### src/vru_consts.vh
`ifndef VRU_CONSTS_VH
`define VRU_CONSTS_VH
// register byte offsets
`define VRU_ADDR_RAW_STATUS  8'h00
`define VRU_ADDR_FAST_STATUS 8'h04
`define VRU_ADDR_NORM_STATUS 8'h08
`define VRU_ADDR_ENABLE      8'h0C
`define VRU_ADDR_CLASS       8'h10
`define VRU_ADDR_VECT_ADDR   8'h14
`define VRU_ADDR_DEF_ADDR    8'h18
`define VRU_ADDR_EXT_RISE0   8'h1C
`define VRU_ADDR_EXT_RISE2   8'h20
`define VRU_ADDR_EXT_FALL0   8'h24
`define VRU_ADDR_EXT_FALL2   8'h28
`define VRU_ADDR_EXT_STAT0   8'h2C
`define VRU_ADDR_EXT_STAT2   8'h30
`define VRU_ADDR_PRIO_BASE   8'h80
`define VRU_ADDR_HAND_BASE   8'h00
// address window bits: bit 8 selects handler table
`define VRU_SEL_HAND_BIT     8
// field layout
`define VRU_PRIO_W           4
`define VRU_CHAN_W           5
`define VRU_NCHAN            32
// external_interrupt_three input channel
`define VRU_EXT3_CHAN        17
// reset values
`define VRU_RST_ENABLE       32'h00000000
`define VRU_RST_CLASS        32'h00000000
`define VRU_RST_PRIO         4'hF
`define VRU_RST_ADDR         32'h00000000
`define VRU_UNMAPPED_DATA    32'h00000000
`endif

### src/vru_vectored_request_unit.v
`timescale 1ns/10ps
`include "vru_consts.vh"
// What this block does
// accepts 32 request inputs, each programmable fast or vectored class
// fast requests always beat any vectored request regardless of priority
// fast output is the OR of all active fast requests
// readable word shows which fast sources are requesting now
// every non-fast input is vectored with its own programmable priority
// equal priorities resolve to the lowest-numbered channel
// normal output is the OR of all active vectored requests
// readable register gives handler address of the selected vectored request
// class and priority writable at run time, arbitration follows at once
// each peripheral presents one merged request line
// rising, falling or both edges on 64 port pins merge into channel 17
// inputs are levels; outputs stay high while any enabled request stays
module vru_vectored_request_unit (
   input  wire        i_clock,     // system clock, 100 MHz
   input  wire        i_rstn,      // async reset, active low
   input  wire [31:0] i_irq,       // peripheral request levels
   input  wire [31:0] i_port0,     // port 0 pin levels
   input  wire [31:0] i_port2,     // port 2 pin levels
   input  wire        i_wb_cyc,    // wishbone cycle
   input  wire        i_wb_stb,    // wishbone strobe
   input  wire        i_wb_we,     // wishbone write enable
   input  wire [8:0]  i_wb_adr,    // wishbone byte address
   input  wire [3:0]  i_wb_sel,    // wishbone byte selects
   input  wire [31:0] i_wb_dat,    // wishbone write data
   output reg  [31:0] o_wb_dat,    // wishbone read data
   output reg         o_wb_ack,    // wishbone acknowledge
   output reg         o_fast_interrupt_request, // to core fast input
   output reg         o_normal_interrupt       // to core normal input
);
   // reset release synchroniser
   reg        rst_meta;
   reg        rst_n;
   always @(posedge i_clock or negedge i_rstn) begin
      if (!i_rstn) begin
         rst_meta <= 1'b0;
         rst_n    <= 1'b0;
      end else begin
         rst_meta <= 1'b1;
         rst_n    <= rst_meta;
      end
   end

   // three-stage pin synchronisers
   reg [31:0] irq_s1, irq_s2, irq_s3, irq_lvl;
   reg [31:0] p0_s1, p0_s2, p0_s3, p0_lvl;
   reg [31:0] p2_s1, p2_s2, p2_s3, p2_lvl;
   always @(posedge i_clock or negedge rst_n) begin
      if (!rst_n) begin
         irq_s1  <= 32'h00000000;
         irq_s2  <= 32'h00000000;
         irq_s3  <= 32'h00000000;
         irq_lvl <= 32'h00000000;
         p0_s1   <= 32'h00000000;
         p0_s2   <= 32'h00000000;
         p0_s3   <= 32'h00000000;
         p0_lvl  <= 32'h00000000;
         p2_s1   <= 32'h00000000;
         p2_s2   <= 32'h00000000;
         p2_s3   <= 32'h00000000;
         p2_lvl  <= 32'h00000000;
      end else begin
         // shift chains, stage one read only by stage two
         irq_s1 <= i_irq;
         irq_s2 <= irq_s1;
         irq_s3 <= irq_s2;
         p0_s1  <= i_port0;
         p0_s2  <= p0_s1;
         p0_s3  <= p0_s2;
         p2_s1  <= i_port2;
         p2_s2  <= p2_s1;
         p2_s3  <= p2_s2;
         // a bit changes only when stages two and three agree
         irq_lvl <= (irq_s2 & irq_s3) | (irq_lvl & (irq_s2 | irq_s3));
         p0_lvl  <= (p0_s2 & p0_s3) | (p0_lvl & (p0_s2 | p0_s3));
         p2_lvl  <= (p2_s2 & p2_s3) | (p2_lvl & (p2_s2 | p2_s3));
      end
   end

   // software registers
   reg [31:0] enable;
   reg [31:0] fast_class;
   reg [31:0] def_addr;
   reg [31:0] rise0, rise2, fall0, fall2;
   reg [31:0] ext0, ext2;
   reg [`VRU_PRIO_W-1:0] prio [0:`VRU_NCHAN-1];
   reg [31:0] hand [0:`VRU_NCHAN-1];
   reg [31:0] p0_prev, p2_prev;

   // bus decode
   wire        req      = i_wb_cyc & i_wb_stb & ~o_wb_ack;
   // a write lands at the edge that samples ack high, address still held
   wire        wr       = i_wb_cyc & i_wb_stb & i_wb_we & o_wb_ack;
   wire        is_hand  = i_wb_adr[`VRU_SEL_HAND_BIT];
   wire        is_prio  = ~is_hand & (i_wb_adr[7:0] >= `VRU_ADDR_PRIO_BASE);
   wire [4:0]  widx     = i_wb_adr[6:2];

   // byte-lane merge
   function [31:0] vru_merge;
      input [31:0] old_v;
      input [31:0] new_v;
      input [3:0]  sel;
      integer k;
      begin
         for (k = 0; k < 4; k = k + 1)
            vru_merge[k*8 +: 8] = sel[k] ? new_v[k*8 +: 8] : old_v[k*8 +: 8];
      end
   endfunction

   // edge detection on both ports
   wire [31:0] ev0 = (p0_lvl & ~p0_prev & rise0) | (~p0_lvl & p0_prev & fall0);
   wire [31:0] ev2 = (p2_lvl & ~p2_prev & rise2) | (~p2_lvl & p2_prev & fall2);
   wire [31:0] clr0 = (wr && !is_hand && i_wb_adr[7:0] == `VRU_ADDR_EXT_STAT0) ?
                      vru_merge(32'h00000000, i_wb_dat, i_wb_sel) : 32'h00000000;
   wire [31:0] clr2 = (wr && !is_hand && i_wb_adr[7:0] == `VRU_ADDR_EXT_STAT2) ?
                      vru_merge(32'h00000000, i_wb_dat, i_wb_sel) : 32'h00000000;

   // effective raw requests with merged edge line
   wire        ext3_req = (|ext0) | (|ext2);
   wire [31:0] raw      = irq_lvl | ({31'h00000000, ext3_req} << `VRU_EXT3_CHAN);
   wire [31:0] active   = raw & enable;
   wire [31:0] fast_act = active & fast_class;
   wire [31:0] norm_act = active & ~fast_class;

   // priority arbiter: lower level wins, ties to lowest channel
   reg [`VRU_PRIO_W-1:0] best_p;
   reg [`VRU_CHAN_W-1:0] best_c;
   reg                   best_v;
   integer j;
   always @* begin
      best_p = `VRU_RST_PRIO;
      best_c = 5'h00;
      best_v = 1'b0;
      for (j = 0; j < `VRU_NCHAN; j = j + 1) begin
         // strict less-than keeps the earlier channel on a tie
         if (norm_act[j] && (!best_v || prio[j] < best_p)) begin
            best_p = prio[j];
            best_c = j[`VRU_CHAN_W-1:0];
            best_v = 1'b1;
         end
      end
   end

   // register writes, edge capture and outputs
   integer i;
   always @(posedge i_clock or negedge rst_n) begin
      if (!rst_n) begin
         enable     <= `VRU_RST_ENABLE;
         fast_class <= `VRU_RST_CLASS;
         def_addr   <= `VRU_RST_ADDR;
         rise0      <= 32'h00000000;
         rise2      <= 32'h00000000;
         fall0      <= 32'h00000000;
         fall2      <= 32'h00000000;
         ext0       <= 32'h00000000;
         ext2       <= 32'h00000000;
         p0_prev    <= 32'h00000000;
         p2_prev    <= 32'h00000000;
         for (i = 0; i < `VRU_NCHAN; i = i + 1) begin
            prio[i] <= `VRU_RST_PRIO;
            hand[i] <= `VRU_RST_ADDR;
         end
         o_fast_interrupt_request <= 1'b0;
         o_normal_interrupt       <= 1'b0;
      end else begin
         p0_prev <= p0_lvl;
         p2_prev <= p2_lvl;
         // write-one-to-clear, new edge wins
         ext0 <= (ext0 & ~clr0) | ev0;
         ext2 <= (ext2 & ~clr2) | ev2;
         if (wr && is_hand) begin
            hand[widx] <= vru_merge(hand[widx], i_wb_dat, i_wb_sel);
         end else if (wr && is_prio) begin
            if (i_wb_sel[0])
               prio[widx] <= i_wb_dat[`VRU_PRIO_W-1:0];
         end else if (wr) begin
            case (i_wb_adr[7:0])
               `VRU_ADDR_ENABLE:   enable     <= vru_merge(enable, i_wb_dat, i_wb_sel);
               `VRU_ADDR_CLASS:    fast_class <= vru_merge(fast_class, i_wb_dat, i_wb_sel);
               `VRU_ADDR_DEF_ADDR: def_addr   <= vru_merge(def_addr, i_wb_dat, i_wb_sel);
               `VRU_ADDR_EXT_RISE0: rise0 <= vru_merge(rise0, i_wb_dat, i_wb_sel);
               `VRU_ADDR_EXT_RISE2: rise2 <= vru_merge(rise2, i_wb_dat, i_wb_sel);
               `VRU_ADDR_EXT_FALL0: fall0 <= vru_merge(fall0, i_wb_dat, i_wb_sel);
               `VRU_ADDR_EXT_FALL2: fall2 <= vru_merge(fall2, i_wb_dat, i_wb_sel);
               default: ;
            endcase
         end
         o_fast_interrupt_request <= |fast_act;
         o_normal_interrupt       <= |norm_act;
      end
   end

   // read mux
   reg [31:0] rdata;
   always @* begin
      rdata = `VRU_UNMAPPED_DATA;
      if (is_hand) begin
         rdata = hand[widx];
      end else if (is_prio) begin
         rdata = {28'h0000000, prio[widx]};
      end else begin
         case (i_wb_adr[7:0])
            `VRU_ADDR_RAW_STATUS:  rdata = raw;
            `VRU_ADDR_FAST_STATUS: rdata = fast_act;
            `VRU_ADDR_NORM_STATUS: rdata = norm_act;
            `VRU_ADDR_ENABLE:      rdata = enable;
            `VRU_ADDR_CLASS:       rdata = fast_class;
            // fast pending masks any vectored answer
            `VRU_ADDR_VECT_ADDR:   rdata = (best_v && !(|fast_act)) ? hand[best_c] : def_addr;
            `VRU_ADDR_DEF_ADDR:    rdata = def_addr;
            `VRU_ADDR_EXT_RISE0:   rdata = rise0;
            `VRU_ADDR_EXT_RISE2:   rdata = rise2;
            `VRU_ADDR_EXT_FALL0:   rdata = fall0;
            `VRU_ADDR_EXT_FALL2:   rdata = fall2;
            `VRU_ADDR_EXT_STAT0:   rdata = ext0;
            `VRU_ADDR_EXT_STAT2:   rdata = ext2;
            default:               rdata = `VRU_UNMAPPED_DATA;
         endcase
      end
   end

   // one-wait-state acknowledge
   always @(posedge i_clock or negedge rst_n) begin
      if (!rst_n) begin
         o_wb_ack <= 1'b0;
         o_wb_dat <= 32'h00000000;
      end else begin
         o_wb_ack <= req;
         o_wb_dat <= req ? rdata : 32'h00000000;
      end
   end
endmodule // vru_vectored_request_unit
### config.mk
export PLATFORM = sky130hd
export DESIGN_NAME = vru_vectored_request_unit
export DESIGN_NICKNAME = d
export VERILOG_FILES = /design/src/vru_vectored_request_unit.v
export VERILOG_INCLUDE_DIRS = /design/src
export SDC_FILE = /design/constraint.sdc
export NUM_CORES = 2
export LEC_CHECK = 0
export BUFFER_PORTS_ARGS = -buffer_cell sky130_fd_sc_hd__buf_4
export CAP_MARGIN = 20
export CORE_MARGIN = 2
export CORE_UTILIZATION = 63
export DETAILED_ROUTE_END_ITERATION = 6
export GPL_TIMING_DRIVEN = 1
export PLACE_DENSITY_LB_ADDON = 0.08
export SETUP_SLACK_MARGIN = 0.02
export SKIP_CTS_REPAIR_TIMING = 1
export SYNTH_ARGS = -nofsm -noshare
export SYNTH_HDL_FRONTEND = slang
export SYNTH_SLANG_ARGS = --single-unit
### constraint.sdc
create_clock -name i_clock -period 63.9 [get_ports i_clock]
set_clock_uncertainty 0.05 [all_clocks]
set_input_delay 12.78 -clock i_clock [delete_from_list [all_inputs] [get_ports i_clock]]
set_output_delay 12.78 -clock i_clock [all_outputs]
set_load 0.01 [all_outputs]
==> flow_metrics.py <==
metrics = {
    "synth": {
        "yosysTopAreaCell": "dfrtp_1",
        "yosys-top-cells-count": "nand2_1, dfrtp_1, o21ai_0",
        "ys_seq_area_share_pct": 50.7,
        "yosys_warnings": 0,
        "ys_types": 158,
        "async_flop_share_pct": 100,
        "synth_top_area_share_pct": 47.2,
        "syn_nets": 9278,
        "netlist_instances": 9097,
        "yosys-top-cells-area": "dfrtp_1, nand2_1, mux4_2",
        "synth-edff-count": 0,
        "syn_area_per_cell_um2": 10.5,
        "synth.most_common_cell": "nand2_1",
        "synth_area_um2": 95300,
        "synthFlopType": "dfrtp_1",
        "ys_ff_latch": 1925,
    },
    "placed_design": {
        "gp_congestion": 0.967,
        "dp.cells": 10757,
        "dpl_worst_slack_ps": 8360,
        "numPortBuffers": 180,
        "place_hpwl_mm": 214,
    },
    "critical_path": {
        "cp_max_fo": 65,
        "startpoint_type": "flip-flop",
        "max_stage_delay_ps": 800,
        "crit_path_end_kind": "flip-flop",
        "path_common_cell": "ha_1",
        "required_ps": 64640,
        "crit_path_top_delay_cell": "buf_4",
        "crit_type": "reg -> reg",
        "cp.arrival_ps": 57270,
    },
    "grt": {
        "grt_first_pass_wirelength_mm": 516,
        "grt_pass1_vias": 76342,
        "grt.overflow.total": 0,
        "antenna_found_initial": 29,
        "grt_max_degree": 183,
        "grt.total_usage_pct": 45.9,
    },
    "sta": {
        "tightest_slew_ps": 1320,
        "max_freq_mhz": 17.7,
        "rsz0062_at_grt": "no",
        "slew_viol_final": 0,
        "finalSetupViolCount": 0,
        "setup_ws_ps": 7370,
        "fin_crit_sh_pct": 88.5,
        "maxSlewHeadroom_pct": 11.9,
        "hold_violations": 0,
        "holdWs_ps": 281,
        "min_period_ps": 56530,
        "fin_tns_setup_ps": 0,
    },
    "cells_and_area": {
        "fin_nets": 9126,
        "layout.cells.non_filler": 11139,
        "top_register": "hand",
        "reg_top3": "hand x1024, prio x128",
        "largest_reg_flops": 1024,
        "n_fill_cell": 11120,
        "syn_to_final_growth_pct": 9.83,
        "drive_gt1_share_pct": 19.2,
    },
    "detailed_routing": {
        "vias_per_cell": 7.11,
        "drt-pass1-iter-count": 7,
        "dr.first_iter.drc_count": 10343,
        "postRouteAntennaNets": 0,
        "wire_per_inst_um": 31.6,
        "drc": 4,
        "drt_wl_total_mm": 352,
        "vias": 79157,
    },
    "cts": {
        "h-tree-depth": 4,
        "cts_buffers": 193,
        "path_clk_slew_ps": 60,
        "cts-root-buf": "clkbuf_16",
        "clk_path_buf_depth": 3,
        "cts_tree": "done",
        "cts_sinks": 1925,
        "insertion_delay_ps": 870,
    },
    "die": {
        "placementRows": 142,
        "pin_count": 181,
        "initial_core_util_pct": 63.6,
        "fp.coreArea_um2": 150000,
        "die_w_um": 393,
        "die-height_um": 393,
        "dieArea_um2": 154000,
    },
    "power_and_ir_drop": {
        "power.density_nw_per_um2": 25.1,
        "power_uw": 2620,
        "leakagePower_uw": 0.0437,
        "vdd_ir_drop_max_mv": 0.0326,
    },
    "hold_path": {
        "hp-class": "reg -> reg",
    },
    "job": {
        "max_cap_violations": 0,
    },
    "outcome": {
        "violations": "DRC",
        "status": "finished with violations",
    },
}
[final cells by class]
cell class | count | area, um2 | share of cell area [%]
clock inverters | 69 | 1140 | 1.09
clock buffers | 286 | 5690 | 5.44
repair buffers | 337 | 2770 | 2.65
inverters | 94 | 353 | 0.337
multi-input cells | 6394 | 43800 | 41.9
diodes | 18 | 45.0 | 0.0430
well taps | 2016 | 2520 | 2.41
flip-flops and latches | 1925 | 48300 | 46.2
[path summary, 6_finish.rpt]
| path | from | to | slack (ps) | cells after the start |
|---|---|---|---|---|
| worst min-delay path | irq_s1[15] | irq_s2[15] | 280 | 0 |
| worst max register to register | fast_class[0] | o_wb_dat[26] | 7370 | 249 |
| max in group asynchronous | i_rstn | rst_n | 52050 | 1 |
| min in group asynchronous | rst_n | irq_s1[23] | 380 | 0 |
| worst min register to register | irq_s1[15] | irq_s2[15] | 280 | 0 |
| worst max-delay path | fast_class[0] | o_wb_dat[26] | 7370 | 249 |
[layer usage]
metal / global-route usage (%) / routed length, um
met1: 61.0 / 129000
met2: 64.1 / 146000
met3: 16.4 / 49500
met4: 29.0 / 27100
met5: 0.191 / 227
[worst max-delay path, delay by kind of cell (launching register included)]
| family | cells | cell delay [ps] |
|---|---|---|
| AOI/OAI and AO/OA | 89 | 22570 |
| and+or+nand+nor | 88 | 16770 |
| adders and majority gates | 31 | 8590 |
| muxes | 15 | 4230 |
| buffers and inverters | 26 | 3760 |
| DFF | 1 | 420 |
[cell families (layout without fill, tap and decap cells)]
group	Yosys count	after routing	synth area share (%)
AO/OA/AOI/OAI	2600	2600	17.2
XOR/XNOR	12	12	0.110
adder cells (fa/ha/maj)	142	142	1.59
buffers and inverters	778	786	3.62
flip-flops	1925	1925	50.7
multiplexers	911	911	14.0
other	1	19	0.00393
AND/OR/NAND/NOR	2728	2728	12.8
[cell usage in the layout, fill, tap and decap left out, types with 102 or more instances in the layout]
master | synthesis | layout
a21oi_1 | 340 | 340
a22oi_1 | 102 | 102
buf_4 | 13 | 319
clkbuf_16 | 1 | 196
dfrtp_1 | 1797 | 1796
dfstp_2 | 128 | 128
maj3_1 | 105 | 105
mux2_2 | 403 | 403
mux2i_1 | 195 | 195
mux4_2 | 291 | 291
nand2_1 | 1823 | 1787
nand3_1 | 165 | 161
nor2_1 | 227 | 215
o211ai_1 | 104 | 104
o21ai_0 | 1202 | 1201
o221ai_1 | 105 | 105
o22ai_1 | 149 | 148
[per-stage QoR]
stage | cell area [um2] | util (%)
final | 105000 | 69.8
after global routing | 105000 | 69.8
after CTS | 104000 | 69.6
after detailed placement | 97600 | 65.1
after global placement | 97600 | 65.1
after floorplan | 95300 | -
[power breakdown]
group	internal (uW)	total (uW)	switching (uW)
logic	39.3	140	101
clock network	698	1210	511
registers	1250	1270	25.9
Note: power is estimated with default switching activity, not from simulation.
